$ cat config.mk
export PLATFORM = sky130hd
export DESIGN_NAME = codec_control_word_sender
export DESIGN_NICKNAME = d
export VERILOG_FILES = /design/src/codec_ctrl_pkg.sv /design/src/codec_control_word_sender.sv
export SDC_FILE = /design/constraint.sdc
export NUM_CORES = 1
export LEC_CHECK = 0
export BUFFER_PORTS_ARGS = -buffer_cell sky130_fd_sc_hd__clkbuf_2
export CAP_MARGIN = 10
export CORE_MARGIN = 1
export CORE_UTILIZATION = 55
export CTS_CLUSTER_SIZE = 40
export DETAILED_ROUTE_END_ITERATION = 10
export HOLD_SLACK_MARGIN = 0.15
export PLACE_DENSITY = 0.76
export SYNTH_ARGS = -nofsm -noshare
export SYNTH_HDL_FRONTEND = slang
export SYNTH_SLANG_ARGS = --single-unit
$ cat constraint.sdc
create_clock -name clk_i -period 5 [get_ports clk_i]
set_input_delay 0.25 -clock clk_i [delete_from_list [all_inputs] [get_ports clk_i]]
set_output_delay 0.25 -clock clk_i [all_outputs]
set_load 0.01 [all_outputs]
$ cat src/codec_ctrl_pkg.sv
/*
  Constants, types and timing for the codec control word sender.
  Assumes a single 125 MHz system clock; the package carries no logic.
*/
package codec_ctrl_pkg;

  // ==========================================================
  // word layout
  localparam int WORD_W = 16;
  localparam int SHIFT_W = 24;
  localparam int MSB_BIT = 23;
  localparam int PAD_W = SHIFT_W - WORD_W;
  localparam logic [4:0] BITS_PER_WORD = 5'h10;
  localparam logic [15:0] DUMMY_WORD = 16'h0000;

  // ==========================================================
  // port function select (1 = serial port, 0 = general purpose)
  localparam int PORT_W = 6;
  localparam logic [5:0] PORT_C_ALL_GPIO = 6'h00;
  localparam logic [5:0] PORT_C_RUN = 6'h3E;
  localparam logic [5:0] PORT_D_RUN = 6'h00;

  // ==========================================================
  // timing
  localparam int CLK_PERIOD_NS = 8;
  localparam int CODEC_RESET_MS = 50;
  localparam int CODEC_RESET_CYC = (CODEC_RESET_MS * 1000000 + CLK_PERIOD_NS - 1) / CLK_PERIOD_NS;
  localparam int BIT_DELAY_NS = 40;
  localparam int BIT_DELAY_RAW = (BIT_DELAY_NS + CLK_PERIOD_NS - 1) / CLK_PERIOD_NS;
  localparam int BIT_DELAY_CYC = (BIT_DELAY_RAW < 1) ? 1 : BIT_DELAY_RAW;
  localparam int CNT_W = 32;

  // ==========================================================
  // pins toward the codec
  typedef struct packed {
    logic codec_reset_n;
    logic control_select_n;
    logic control_shift_clock;
    logic control_serial_in;
  } codec_pins_t;

  localparam codec_pins_t PINS_RESET = '{codec_reset_n: 1'b0, control_select_n: 1'b1,
                                          control_shift_clock: 1'b0, control_serial_in: 1'b0};

  typedef enum logic [3:0] {
    ST_CODEC_RESET,
    ST_IDLE,
    ST_SELECT,
    ST_CLK_HIGH,
    ST_DATA,
    ST_HOLD,
    ST_CLK_LOW,
    ST_LOW_WAIT,
    ST_DESELECT
  } send_state_t;

endpackage : codec_ctrl_pkg

$ cat src/codec_control_word_sender.sv
/*
  Codec control word sender: holds the codec in reset, then shifts a dummy
  all-zero update and the configured update out over select, clock and data
  pins, and afterwards sends one update per request.
  Assumes request and words come from logic on clk_i; no input needs syncing.
*/
// Summary of operation
// drive select low before the first control bit of an update.
// return select high after both words are shifted out.
// each update sends upper word then lower word in one select window.
// per bit, raise control clock first, then present the data bit.
// data bit is the current most significant bit, MSB first.
// wait a fixed delay after presenting data before changing the clock.
// drive clock low to end the bit, then shift word left one.
// exactly sixteen bit cycles per word, then next word or finish.
// word held left-justified in a 24-bit register, bit 23 tested.
// codec takes each bit on a falling control clock edge.
// after codec reset send an all-zero update, then the configured one.
// function select bit 1 gives pin to serial port, 0 makes it general.
// codec reset, select, clock and data pins stay general purpose pins.
// codec discards the first update after reset, accepts the second.
// hold codec reset low at least 50 ms, release before any update.
// codec accepts control only while select is low.
// clock stays low between words; new request only after update completes.
`timescale 1ns/1ps

module codec_control_word_sender #(
  parameter int RESET_HOLD_CYCLES = codec_ctrl_pkg::CODEC_RESET_CYC // codec reset length
) (
  input wire logic clk_i, // 125 MHz system clock
  input wire logic sys_rst_i, // async reset, active high
  input wire logic codec_reset_req_i, // pulse: restart codec reset sequence
  input wire logic update_req_i, // request one update
  input wire logic [15:0] upper_word_i, // configured upper control word
  input wire logic [15:0] lower_word_i, // configured lower control word
  output logic update_ready_o, // high while idle, when a request can be taken
  output logic busy_o, // reset or update in progress
  output logic update_done_o, // pulse when select returns high
  output logic init_done_o, // codec initialised, serial port pins live
  output codec_ctrl_pkg::codec_pins_t pins_o, // codec reset, select, clock, data
  output logic [5:0] port_c_function_select_o, // port C pin modes
  output logic [5:0] port_d_function_select_o // port D pin modes
);

  // ==========================================================
  // state
  codec_ctrl_pkg::send_state_t state_ff, nxt_state;
  logic [codec_ctrl_pkg::SHIFT_W-1:0] shift_ff, nxt_shift;
  logic [4:0] bit_cnt_ff, nxt_bit_cnt;
  logic [codec_ctrl_pkg::CNT_W-1:0] wait_ff, nxt_wait;
  logic lower_ff, nxt_lower;
  logic dummy_ff, nxt_dummy;
  logic init_ff, nxt_init;
  logic done_ff, nxt_done;
  logic [15:0] hold_lo_ff, nxt_hold_lo;
  codec_ctrl_pkg::codec_pins_t pins_ff, nxt_pins;
  logic [5:0] pc_ff, nxt_pc;
  logic [5:0] pd_ff, nxt_pd;

  // left-justify a word so its MSB sits at the tested bit
  function automatic logic [codec_ctrl_pkg::SHIFT_W-1:0] justify(input logic [15:0] w);
    justify = {w, {codec_ctrl_pkg::PAD_W{1'b0}}};
  endfunction

  localparam logic [codec_ctrl_pkg::CNT_W-1:0] RESET_LAST = codec_ctrl_pkg::CNT_W'(RESET_HOLD_CYCLES - 1);
  localparam logic [codec_ctrl_pkg::CNT_W-1:0] DELAY_LAST = codec_ctrl_pkg::CNT_W'(codec_ctrl_pkg::BIT_DELAY_CYC - 1);

  // requests only in idle, so an update never overlaps another
  assign update_ready_o = (state_ff == codec_ctrl_pkg::ST_IDLE);
  assign busy_o = (state_ff != codec_ctrl_pkg::ST_IDLE);
  assign update_done_o = done_ff;
  assign init_done_o = init_ff;
  assign pins_o = pins_ff;
  assign port_c_function_select_o = pc_ff;
  assign port_d_function_select_o = pd_ff;

  // ==========================================================
  // next-state logic
  always_comb begin
    nxt_state = state_ff;
    nxt_shift = shift_ff;
    nxt_bit_cnt = bit_cnt_ff;
    nxt_wait = wait_ff;
    nxt_lower = lower_ff;
    nxt_dummy = dummy_ff;
    nxt_init = init_ff;
    nxt_done = 1'b0;
    nxt_hold_lo = hold_lo_ff;
    nxt_pins = pins_ff;
    nxt_pc = pc_ff;
    nxt_pd = codec_ctrl_pkg::PORT_D_RUN;
    unique case (state_ff)
      codec_ctrl_pkg::ST_CODEC_RESET: begin
        // select is asserted during reset as well, clock idles low
        nxt_pins.codec_reset_n = 1'b0;
        nxt_pins.control_select_n = 1'b0;
        nxt_pins.control_shift_clock = 1'b0;
        if (wait_ff >= RESET_LAST) begin
          nxt_pins.codec_reset_n = 1'b1;
          nxt_wait = '0;
          nxt_dummy = 1'b1;
          nxt_shift = justify(codec_ctrl_pkg::DUMMY_WORD);
          nxt_hold_lo = codec_ctrl_pkg::DUMMY_WORD;
          nxt_lower = 1'b0;
          nxt_bit_cnt = '0;
          nxt_state = codec_ctrl_pkg::ST_SELECT;
        end else begin
          nxt_wait = wait_ff + 1'b1;
        end
      end
      codec_ctrl_pkg::ST_IDLE: begin
        nxt_pins.control_shift_clock = 1'b0;
        nxt_pins.control_select_n = 1'b1;
        if (update_req_i) begin
          nxt_shift = justify(upper_word_i);
          nxt_hold_lo = lower_word_i;
          nxt_lower = 1'b0;
          nxt_bit_cnt = '0;
          nxt_state = codec_ctrl_pkg::ST_SELECT;
        end
      end
      codec_ctrl_pkg::ST_SELECT: begin
        nxt_pins.control_select_n = 1'b0;
        nxt_state = codec_ctrl_pkg::ST_CLK_HIGH;
      end
      codec_ctrl_pkg::ST_CLK_HIGH: begin
        // data follows this rising edge; the codec samples on the falling edge
        nxt_pins.control_shift_clock = 1'b1;
        nxt_state = codec_ctrl_pkg::ST_DATA;
      end
      codec_ctrl_pkg::ST_DATA: begin
        nxt_pins.control_serial_in = shift_ff[codec_ctrl_pkg::MSB_BIT];
        nxt_wait = '0;
        nxt_state = codec_ctrl_pkg::ST_HOLD;
      end
      codec_ctrl_pkg::ST_HOLD: begin
        if (wait_ff >= DELAY_LAST) begin
          nxt_state = codec_ctrl_pkg::ST_CLK_LOW;
        end else begin
          nxt_wait = wait_ff + 1'b1;
        end
      end
      codec_ctrl_pkg::ST_CLK_LOW: begin
        nxt_pins.control_shift_clock = 1'b0;
        nxt_shift = {shift_ff[codec_ctrl_pkg::SHIFT_W-2:0], 1'b0};
        nxt_bit_cnt = bit_cnt_ff + 1'b1;
        nxt_wait = '0;
        nxt_state = codec_ctrl_pkg::ST_LOW_WAIT;
      end
      codec_ctrl_pkg::ST_LOW_WAIT: begin
        // the low wait repeats the hold delay, so the clock is low 6 cycles against 7 high
        if (wait_ff < DELAY_LAST) begin
          nxt_wait = wait_ff + 1'b1;
        end else if (bit_cnt_ff != codec_ctrl_pkg::BITS_PER_WORD) begin
          nxt_state = codec_ctrl_pkg::ST_CLK_HIGH;
        end else if (!lower_ff) begin
          nxt_lower = 1'b1;
          nxt_bit_cnt = '0;
          nxt_shift = justify(hold_lo_ff);
          nxt_state = codec_ctrl_pkg::ST_CLK_HIGH;
        end else begin
          nxt_state = codec_ctrl_pkg::ST_DESELECT;
        end
      end
      codec_ctrl_pkg::ST_DESELECT: begin
        nxt_pins.control_select_n = 1'b1;
        nxt_done = 1'b1;
        if (dummy_ff) begin
          // the codec drops the first update, so the real one follows
          nxt_dummy = 1'b0;
          nxt_shift = justify(upper_word_i);
          nxt_hold_lo = lower_word_i;
          nxt_lower = 1'b0;
          nxt_bit_cnt = '0;
          nxt_state = codec_ctrl_pkg::ST_SELECT;
        end else begin
          nxt_init = 1'b1;
          nxt_pc = codec_ctrl_pkg::PORT_C_RUN;
          nxt_state = codec_ctrl_pkg::ST_IDLE;
        end
      end
      default: begin
        nxt_state = codec_ctrl_pkg::ST_CODEC_RESET;
      end
    endcase
    // a restart request overrides anything in flight
    if (codec_reset_req_i) begin
      nxt_state = codec_ctrl_pkg::ST_CODEC_RESET;
      nxt_wait = '0;
      nxt_init = 1'b0;
      nxt_pc = codec_ctrl_pkg::PORT_C_ALL_GPIO;
      nxt_pins = codec_ctrl_pkg::PINS_RESET;
    end
  end

  // ==========================================================
  // registers
  always_ff @(posedge clk_i or posedge sys_rst_i) begin
    if (sys_rst_i) begin
      state_ff <= codec_ctrl_pkg::ST_CODEC_RESET;
      shift_ff <= '0;
      bit_cnt_ff <= '0;
      wait_ff <= '0;
      lower_ff <= 1'b0;
      dummy_ff <= 1'b0;
      init_ff <= 1'b0;
      done_ff <= 1'b0;
      hold_lo_ff <= '0;
      pins_ff <= codec_ctrl_pkg::PINS_RESET;
      pc_ff <= codec_ctrl_pkg::PORT_C_ALL_GPIO;
      pd_ff <= codec_ctrl_pkg::PORT_D_RUN;
    end else begin
      state_ff <= nxt_state;
      shift_ff <= nxt_shift;
      bit_cnt_ff <= nxt_bit_cnt;
      wait_ff <= nxt_wait;
      lower_ff <= nxt_lower;
      dummy_ff <= nxt_dummy;
      init_ff <= nxt_init;
      done_ff <= nxt_done;
      hold_lo_ff <= nxt_hold_lo;
      pins_ff <= nxt_pins;
      pc_ff <= nxt_pc;
      pd_ff <= nxt_pd;
    end
  end

endmodule // codec_control_word_sender

==> out/results.tsv, run 1 <==
stage	metric	value	unit
outcome	status	completed	
global_routing	antenna_found_initial	0	
drt	wl	10600	um
clock_tree	insertion_delay	0.36	ns
power_and_ir_drop	leakage	2.21	nW
layout	syn_to_final_growth	13.2	%
timing	rsz0062_at_grt	false	
timing	finClkSkew	0.0146	ns
critical_path	crit_start	state_ff[0]	
clock_tree	cts_tree	yes	
drt	vias	3933	
layout	stdcell_area	5120	um^2
clock_tree	cts_resized	0	
clock_tree	cts-htree-levels	3	
timing	finalHoldViolations	0	
layout	drive_gt1_frac	0.197	
clock_tree	clock-sinks	81	
global_routing	grt-ovfl-total	0	
placement	gp_congestion	0.903	
floorplan	io_pins	56	
critical_path	cp_max_fo	39	
synth	synthesis.area	4530	um^2
global_routing	grt_max_degree	82	
synth	synthArstFlopShare	1.00	
drt	postRouteAntennaNets	0	
layout	final_cell_mix	80 x dfrtp_1, 48 x clkbuf_2, 47 x o21ai_0	
global_routing	track_usage	0.265	
critical_path	cp.arrival	3.06	ns
timing	setup_tns	0	ns
synth	ys_ff_latch	81	
floorplan	die_w	92.7	um
drt	drc	0	
timing	tightest_slew	1.11	ns
layout	nNetsFinal	572	
drt	drt-pass1-iter-count	5	
critical_path	crit_path_start_kind	flop	
synth	netlist_instances	489	
global_routing	grt_pass1_vias	3628	
global_routing	grt_pass1_wl	17900	um
placement	dp_hpwl	6520	um
synth	syn_avg_cell_area	9.26	um^2
critical_path	cp.required	5.29	ns
timing	final-max-slew-violation-count	0	
critical_path	crit_type	reg2reg	
floorplan	die_h	92.7	um
layout	insertedDiodeCount	0	
critical_path	critPathCaptureType	flop	
floorplan	dieArea	8600	um^2
floorplan	initial_core_util	0.577	
synth	yosysWarnings	0	
job	cap_violations	0	
critical_path	crit-reg2reg-launch	state_ff[0]	
clock_tree	clockRootBuffer	clkbuf_8	
clock_tree	numCtsBuffers	9	
floorplan	core_area	7850	um^2
clock_tree	max-clock-path-buffers	2	
placement	numPortBuffers	48	
timing	period_share	0.555	
timing	clock.fmax	360	MHz
floorplan	fp-row-count	32	
min_path	hold_class	in2async	
drt	routedWlPerCell	16.6	um
timing	setup_viol	0	
critical_path	cp_slowest_stage_delay	0.89	ns
layout	final_util	0.653	
synth	ys_seq_area_frac	0.448	
placement	placed_cell_area	4730	um^2
power_and_ir_drop	power_density	410	nW/um^2
clock_tree	path_clk_slew	0.09	ns
power_and_ir_drop	power	2.10	mW
critical_path	worst_path_max_delay_cell	o21a_1	
synth	synth-edff-count	0	
drt	drtIter0Drc	308	
drt	avgViaCountPerCell	6.15	
layout	layout_commonest_cell	dfrtp_1	
synth	ys.flop_type	dfrtp_1	
critical_path	path_cells	and3b_1 > nor2b_1 > o21a_1 > o21ai_0 > a21oi_1	
synth	ys_types	63	
power_and_ir_drop	ir_drop	0.254	mV
timing	fin_crit	2.78	ns
timing	max_slew_margin	0.258	
==> registers in the layout, summed over array words and instances (netlist names) <==
register                  cells
wait_ff                      32
hold_lo_ff                   16
shift_ff                     16
bit_cnt_ff                    5
pins_o                        4
state_ff                      4
dummy_ff                      1
lower_ff                      1
port_c_function_select_o      1
update_done_o                 1
==> metal layers <==
layer	wire length, um	track usage
met3	473	0.0411
met1	4900	0.377
met2	5040	0.409
met5	0	0
met4	186	0.0974
==> stage by stage <==
stage          hold WS, ns  worst slack, ns  std cells
2_1_floorplan        0.389             2.67        495
3_3_place_gp         0.469             2.43        607
3_5_place_dp         0.481             2.31        607
4_1_cts              0.214             2.26        639
5_1_grt              0.256             1.99        639
6_report             0.192             2.22        639
==> synth_stat cells, drive strengths merged (3+ instances only) <==
cell type	instances	area (um^2)
dfrtp	80	2000
o21ai	48	240
a21oi	38	190
inv	35	131
nand3	30	150
buf	26	189
nand2	22	82.6
clkbuf	20	76.3
nor2	18	67.6
a22oi	16	120
mux2	16	180
nor3	14	70.1
or4	12	90.1
nand4	11	90.1
nor4	9	62.6
o31ai	9	67.6
a41oi	7	68.8
or3	7	43.8
and3	6	37.5
a31oi	5	31.3
and4	5	43.8
nand3b	5	37.5
ha	4	50.1
o21ba	4	40.0
o41ai	4	42.6
a211oi	3	22.5
or2	3	18.8
==> what timing repair did <==
item,CTS,global route
hold buffers,16,0
setup buffers,0,0
hold endpoints to repair,16,0
==> kinds of logic (layout without fill, tap and decap cells) <==
logic type	Yosys count	in the layout	synth area share
buffers and inverters	81	123	0.0876
flip-flops	81	81	0.448
AND/OR/NAND/NOR	154	154	0.197
adder cells (fa/ha/maj)	4	4	0.0111
multiplexers	18	18	0.0442
other	1	7	0.000828
AO/OA/AOI/OAI	149	149	0.210
XOR/XNOR	1	1	0.00194
==> power breakdown <==
part	total [mW]	switching, mW	internal [mW]
sequential	0.915	0.113	0.803
combinational	0.623	0.372	0.251
clock	0.561	0.270	0.291
==> critical path: cells and delay by family (launching register included) <==
family,cells,cell delay [ns]
DFF,1,0.76
AOI/OAI and AO/OA,3,1.37
and+or+nand+nor,2,0.57
==> layout make-up <==
type | count | area [um^2]
Clock buffer | 9 | 124
Clock inverter | 7 | 106
Fill cell | 628 | 2730
Inverter | 35 | 133
Multi-Input combinational cell | 333 | 2140
Sequential cell | 81 | 2030
Tap cell | 102 | 128
Timing Repair Buffer | 72 | 460
==> worst paths after layout <==
kind	slack, ns	end	cells after the start
min	0.19	wait_ff[20]	3
min reg2reg	0.51	shift_ff[19]	1
max in group asynchronous	4.19	wait_ff[0]	3
max reg2reg	2.22	wait_ff[12]	5
min in group clk_i	0.22	shift_ff[8]	4
max	2.22	wait_ff[12]	5
No activity file was read; power rests on OpenSTA's default activity.
==> inputs of run 2 (changes only) <==
--- a/config.mk
+++ b/config.mk
@@ -5,10 +5,11 @@
 export SDC_FILE = /design/constraint.sdc
 export NUM_CORES = 1
 export LEC_CHECK = 0
+export ABC_AREA = 1
 export BUFFER_PORTS_ARGS = -buffer_cell sky130_fd_sc_hd__clkbuf_2
 export CAP_MARGIN = 10
 export CORE_MARGIN = 1
-export CORE_UTILIZATION = 55
+export CORE_UTILIZATION = 53
 export CTS_CLUSTER_SIZE = 40
 export DETAILED_ROUTE_END_ITERATION = 10
 export HOLD_SLACK_MARGIN = 0.15
==> constraint.sdc (replaced) <==
create_clock -name clk_i -period 2.3 [get_ports clk_i]
set_input_delay 0.115 -clock clk_i [delete_from_list [all_inputs] [get_ports clk_i]]
set_output_delay 0.115 -clock clk_i [all_outputs]
set_load 0.01 [all_outputs]
==> run 2 against run 1 <==
Compared with the run above: non-clock buffer count rose by 16; clock-buffer cell count is the same; routed wire length grew 0.18%; first-iteration DRC count is 33% lower; cell count up 32%; global-route usage is 1.9 points lower; largest power group unchanged; sequential power grew 56%; sequential share of layout area down 2.8 points; die area is 8.2% higher.
==> out/results.tsv, run 2 <==
stage	metric	value	unit	change
min_path	min_to	state_ff[3]		
global_routing	grt_util_met2	0.374		-0.0354
critical_path	cp_slowest_stage_delay	0.42	ns	-0.47 ns
power_and_ir_drop	power	2.58	mW	+23%
layout	layout_commonest_cell	nand2_1		
timing	finalHoldViolations	0		unchanged
drt	postRouteAntennaNets	0		unchanged
layout	instances_no_fill	842		+32%
drt	vias	4333		+10%
global_routing	use_met3	0.0454		+0.00433
global_routing	grt-ovfl-total	0		unchanged
timing	period_share	0.905		+0.350
synth	ys_types	35		-44%
timing	tightest_slew	0.673	ns	-0.440 ns
critical_path	r2r-end	shift_ff[17]		
global_routing	grt_pass1_vias	3900		+7.5%
layout	largest_reg_flops	32		unchanged
critical_path	path_cells	ha_1 > nand2_2 > nor2_4 > inv_2 > nand3_1 > nand2_1 > nand2_1 > nand2_2 > nand3_4 > inv_2 > nor2_4 > buf_6 > nand2_1 > nand2_1		
placement	dp_slack	0.165	ns	-2.15 ns
critical_path	critical_path.most_common_cell	nand2_1		
synth	syn_avg_cell_area	7.22	um^2	-22%
synth	netlist_instances	655		+34%
critical_path	reg2reg_setup_slack	0.22	ns	-2.00 ns
critical_path	crit-reg2reg-launch	wait_ff[0]		
floorplan	die_w	96.5	um	+4.0%
drt	avgViaCountPerCell	5.15		-16%
floorplan	io_pins	56		unchanged
timing	hold-worst-slack	0.218	ns	+0.0261 ns
critical_path	worst_path_max_delay_cell	dfrtp_1		
synth	synth_top_area_share	0.423		-0.0190
layout	reg_top3	wait_ff: 32 flops, hold_lo_ff: 16 flops, shift_ff: 16 flops		
clock_tree	cts_tree	yes		
global_routing	antenna_found_initial	0		unchanged
floorplan	dieArea	9310	um^2	+8.2%
layout	fillers	770		+23%
global_routing	track_usage	0.245		-0.0194
synth	ys_seq_area_frac	0.429		-0.0192
layout	drive_gt1_frac	0.161		-0.0366
drt	drc	0		unchanged
global_routing	use_met1	0.343		-0.0337
outcome	status	completed		
global_routing	grt_pass1_wl	17600	um	-1.3%
layout	insertedDiodeCount	0		unchanged
min_path	hold_class	in2reg		
global_routing	busiest_layer	met2		
drt	wl	10600	um	+0.18%
job	cap_violations	0		unchanged
placement	placedCellCount	792		+30%
timing	finClkSkew	0.0152	ns	+0.000609 ns
clock_tree	path_clk_slew	0.09	ns	about the same
drt	drt-pass1-iter-count	5		unchanged
synth	ys_ff_latch	81		unchanged
clock_tree	clockRootBuffer	clkbuf_8		
critical_path	worst-r2r-cell-count	14		+9
power_and_ir_drop	ir_drop	0.467	mV	+84%
critical_path	cp.required	2.60	ns	-2.69 ns
timing	worst_slack	0.218	ns	-2.00 ns
min_path	hold_path.startpoint	update_req_i		
timing	setup_viol	0		unchanged
power_and_ir_drop	leakage	3.00	nW	+36%
layout	nNetsFinal	769		+34%
layout	top_register	wait_ff		
critical_path	cp_max_fo	18		-54%
placement	numPortBuffers	48		unchanged
floorplan	initial_core_util	0.545		-0.0319
placement	gp_congestion	0.923		+2.2%
power_and_ir_drop	power_density	468	nW/um^2	+14%
clock_tree	insertion_delay	0.36	ns	about the same
floorplan	fp-row-count	34		+6.3%
synth	synth_commonest_cells	249 x nand2_1, 80 x dfrtp_1, 57 x inv_1		
synth	synth_area_leader_cell	dfrtp_1		
floorplan	die_h	96.5	um	+4.0%
synth	synthArstFlopShare	1.00		unchanged
clock_tree	cts-htree-levels	3		unchanged
clock_tree	cts_setup_buffers	0		unchanged
layout	syn_to_final_growth	16.5	%	
critical_path	crit_path_start_kind	flop		
drt	routedWlPerCell	12.6	um	-24%
clock_tree	numCtsBuffers	9		unchanged
timing	max_slew_margin	0.551		+0.293
timing	clock.fmax	480	MHz	+33%
critical_path	critPathCaptureType	flop		
timing	final-max-slew-violation-count	0		unchanged
global_routing	grt_max_degree	45		-45%
timing	fin_crit	2.08	ns	-0.696 ns
floorplan	core_area	8680	um^2	+11%
timing	rsz0062_at_grt	false		
synth	synthesis.area	4730	um^2	+4.5%
clock_tree	clock-sinks	81		unchanged
timing	setup_tns	0	ns	unchanged
min_path	hold_depth	7		
synth	yosysWarnings	0		unchanged
synth	synth-edff-count	0		unchanged
layout	final_cell_mix	249 x nand2_1, 80 x dfrtp_1, 56 x inv_1		
synth	yosys-top-cells-area	dfrtp_1 42%, nand2_1 20%, inv_1 4.5%, nand3_1 4.0%, nor2_1 3.9%		
placement	dp_hpwl	7130	um	+9.4%
synth	ys.flop_type	dfrtp_1		
drt	drtIter0Drc	207		-33%
critical_path	cp.arrival	2.38	ns	-0.68 ns
synth	yosysMostFrequentCell	nand2_1		
clock_tree	max-clock-path-buffers	2		unchanged
critical_path	crit_type	reg2reg		
==> run 2: changes by cell type in the layout (fill, tap and decap cells not counted), sizes merged, moves of 12 or more <==
cell,before,now
dlygate4sd3,16,34
inv,38,76
nand2,22,261
or4,12,0
nor2,18,63
a22oi,16,3
mux2,16,0
a21oi,38,3
==> run 2: repair_timing <==
action / in CTS / in global routing
hold buffers: 34 / 0
resized for setup: 0 / 2
setup endpoints to repair: 0 / 15
hold endpoints to repair: 72 / 0
==> run 2: cells by family after synthesis <==
family | after synthesis | share of synthesized area
buffers and inverters | 107 | 0.104
adder cells (fa/ha/maj) | 4 | 0.0106
AO/OA/AOI/OAI | 53 | 0.0632
XOR/XNOR | 11 | 0.0204
AND/OR/NAND/NOR | 398 | 0.372
flip-flops | 81 | 0.429
other | 1 | 0.000793
==> run 2: metrics by stage <==
step           utilization  cell area [um^2]
6_report             0.635              5510
5_1_grt              0.635              5510
4_1_cts              0.634              5500
3_5_place_dp         0.574              4980
3_3_place_gp         0.574              4980
2_1_floorplan            -              4750
==> run 2: how the worst max path moves through the flow <==
stage	startpoint	end	slack [ns]
global route	wait_ff[0]	shift_ff[13]	0.01
global placement	wait_ff[0]	shift_ff[13]	0.28
CTS	wait_ff[0]	shift_ff[17]	0.1
detailed placement	wait_ff[0]	shift_ff[14]	0.16
finish	wait_ff[0]	shift_ff[17]	0.22
floorplan	sys_rst_i	bit_cnt_ff[0]	0.11
==> run 2: critical path: cells and delay by family (launching register included) <==
family / cells / cell delay (ns)
adders and majority gates: 1 / 0.23
buffers and inverters: 3 / 0.38
DFF: 1 / 0.42
and+or+nand+nor: 10 / 0.98
==> run 2: area by class of cell <==
cell class | instances | area (um^2) | share of cell area
clock buffers | 9 | 124 | 0.0225
well taps | 108 | 135 | 0.0245
inverters | 76 | 287 | 0.0520
clock inverters | 7 | 57.6 | 0.0104
multi-input cells | 473 | 2240 | 0.406
flip-flops and latches | 81 | 2030 | 0.368
repair buffers | 88 | 642 | 0.117
==> run 2: power by group <==
part	switching [mW]	internal, mW
logic	0.0796	0.0753
clock network	0.580	0.407
registers	0.00609	1.43
==> run 2: layer usage <==
layer  vias to the layer above  part of all wire
met5                         -                 0
met4                         0             0.019
met3                        18             0.053
met2                       147              0.46
met1                      1993              0.47
li1                       2175                 -
==> inputs of run 3 (changes only) <==
--- a/config.mk
+++ b/config.mk
@@ -12,6 +12,7 @@
 export CORE_UTILIZATION = 53
 export CTS_CLUSTER_SIZE = 40
 export DETAILED_ROUTE_END_ITERATION = 10
+export GPL_TIMING_DRIVEN = 0
 export HOLD_SLACK_MARGIN = 0.15
 export PLACE_DENSITY = 0.76
 export SYNTH_ARGS = -nofsm -noshare
==> run 3 against run 2 <==
Compared with the run above: clock skew fell by 0.0018 ns; routed wire length rose by 2.2%; sequential share of layout area fell by 1.1 points; sequential power barely moved; clock-buffer cell count did not move; clock power rose by 1%; utilization rose by 1.9 points; global-route usage rose by 0.76 points; sequential cell count did not move; critical endpoint is now hold_lo_ff[3]; largest cell class unchanged.
==> out/results.tsv, run 3 (same netlist as run 2, synthesis figures left out) <==
stage	metric	value	unit	change
floorplan	die_w	96.5	um	unchanged
clock_tree	cts-htree-levels	3		unchanged
clock_tree	insertion_delay	0.36	ns	about the same
clock_tree	cts_tree	yes		
power_and_ir_drop	power	2.60	mW	+0.93%
job	cap_violations	0		unchanged
timing	setup_viol	0		unchanged
global_routing	grt_pass1_vias	3979		+2.0%
critical_path	crit_type	reg2reg		
timing	worst_slack	0.309	ns	+0.0904 ns
placement	gp_congestion	0.929		+0.62%
critical_path	crit_path_start_kind	flop		
timing	max_slew_margin	0.666		+0.115
layout	syn_to_final_growth	20.0	%	
clock_tree	path_clk_slew	0.10	ns	about the same
floorplan	initial_core_util	0.545		unchanged
placement	placed_cell_area	5150	um^2	+3.5%
power_and_ir_drop	power_density	458	nW/um^2	-2.0%
critical_path	critical_path.most_common_cell	nand2_1		
timing	setup_tns	0	ns	unchanged
drt	wl	10800	um	+2.2%
floorplan	core_area	8680	um^2	unchanged
layout	top_register	wait_ff		
clock_tree	cts_resized	0		unchanged
global_routing	antenna_found_initial	0		unchanged
drt	avgViaCountPerCell	5.05		-1.8%
layout	final_cell_mix	249 x nand2_1, 80 x dfrtp_1, 56 x inv_1		
drt	vias	4381		+1.1%
global_routing	grt_max_degree	65		+44%
critical_path	cp_slowest_stage_delay	0.41	ns	about the same
critical_path	reg2reg_setup_slack	0.31	ns	+0.09 ns
drt	drc	0		unchanged
floorplan	fp-row-count	34		unchanged
timing	hold-worst-slack	0.210	ns	-0.00761 ns
clock_tree	clock-sinks	81		unchanged
layout	fillers	742		-3.6%
critical_path	cp.arrival	2.25	ns	-0.13 ns
placement	dp_slack	0.315	ns	+0.150 ns
drt	drtIter0Drc	277		+34%
timing	tightest_slew	0.502	ns	-0.171 ns
timing	finalHoldViolations	0		unchanged
layout	reg_top3	wait_ff: 32 flops, hold_lo_ff: 16 flops, shift_ff: 16 flops		
timing	clock.fmax	502	MHz	+4.5%
layout	largest_reg_flops	32		unchanged
min_path	hold_class	in2reg		
placement	dp_hpwl	7440	um	+4.3%
floorplan	dieArea	9310	um^2	unchanged
clock_tree	max-clock-path-buffers	2		unchanged
floorplan	die_h	96.5	um	unchanged
power_and_ir_drop	ir_drop	0.367	mV	-21%
floorplan	io_pins	56		unchanged
layout	multi_input_area	2230	um^2	-0.22%
timing	finClkSkew	0.0133	ns	-0.00182 ns
global_routing	track_usage	0.253		+0.00763
timing	period_share	0.866		-0.0393
layout	nNetsFinal	794		+3.3%
layout	layout_commonest_cell	nand2_1		
critical_path	path_cells	ha_1 > nand2_2 > nor2_4 > inv_2 > nand3_1 > nand2_1 > nand2_1 > nand2_2 > nand2_1 > nand2_1 > nand2_1 > nand2_2 > buf_6 > nand2_1 > nand2_1		
critical_path	cp.required	2.56	ns	-0.04 ns
outcome	status	completed		
global_routing	grt-ovfl-total	0		unchanged
layout	drive_gt1_frac	0.186		+0.0250
global_routing	grt_pass1_wl	18200	um	+3.3%
layout	stdcell_area	5680	um^2	+3.0%
clock_tree	cts_setup_buffers	0		unchanged
placement	numPortBuffers	47		-2.1%
drt	postRouteAntennaNets	0		unchanged
drt	drt-pass1-iter-count	5		unchanged
critical_path	cp_max_fo	10		-8
power_and_ir_drop	leakage	3.13	nW	+4.3%
clock_tree	clockRootBuffer	clkbuf_8		
layout	insertedDiodeCount	0		unchanged
timing	fin_crit	1.99	ns	-0.0904 ns
clock_tree	numCtsBuffers	9		unchanged
layout	seqCellArea	2030	um^2	unchanged
drt	routedWlPerCell	12.5	um	-0.75%
critical_path	critPathCaptureType	flop		
critical_path	worst_path_max_delay_cell	dfrtp_1		
timing	rsz0062_at_grt	false		
timing	final-max-slew-violation-count	0		unchanged
## run 3: path summary, 6_finish.rpt
kind / end / depth (start not counted) / start
worst max-delay path: hold_lo_ff[3] / 15 / wait_ff[1]
worst min-delay path: state_ff[3] / 7 / update_req_i
worst max register to register: hold_lo_ff[3] / 15 / wait_ff[1]
worst min register to register: hold_lo_ff[8] / 2 / hold_lo_ff[8]
max in group asynchronous: pins_o[2] / 4 / sys_rst_i
min in group asynchronous: wait_ff[15] / 3 / sys_rst_i
## run 3: critical path, delay by kind of cell (launching register included)
family	cells	cell delay (ns)
flops	1	0.41
buf+inv	2	0.22
fa+ha+maj	1	0.23
simple gates	12	1.04
## run 3: area by class of cell
type                       count  area share
tap                          108      0.0238
buffer                        31      0.0366
sequential                    81       0.357
inverter                      76      0.0507
clock inverter                 7      0.0104
multi-input combinational    473       0.393
clock buffer                   9      0.0218
timing repair buffer          82       0.106
## run 3: what timing repair did
| item | in CTS | in global routing |
|---|---|---|
| endpoints found under the hold margin | 116 | 0 |
| hold buffers | 34 | 0 |
| setup endpoints to repair | 0 | 0 |
## run 3: power by group
| group | switching [mW] | internal (mW) | total, mW |
|---|---|---|---|
| Clock | 0.588 | 0.409 | 0.998 |
| Combinational | 0.0832 | 0.0848 | 0.168 |
| Sequential | 0.00597 | 1.43 | 1.43 |
| Total | 0.677 | 1.92 | 2.60 |
## run 3: per-layer routing
metal	GRT usage	wire, um	up-vias
met2	0.398	4870	147
met1	0.361	5140	1983
met5	0	0	-
met4	0.0809	204	0
met3	0.0329	640	21
li1	-	-	2230
## run 3: stage by stage
stage / utilization / std cells
floorplan: - / 661
global placement: 0.590 / 816
detailed placement: 0.594 / 817
CTS: 0.654 / 867
global route: 0.654 / 867
finish: 0.654 / 867
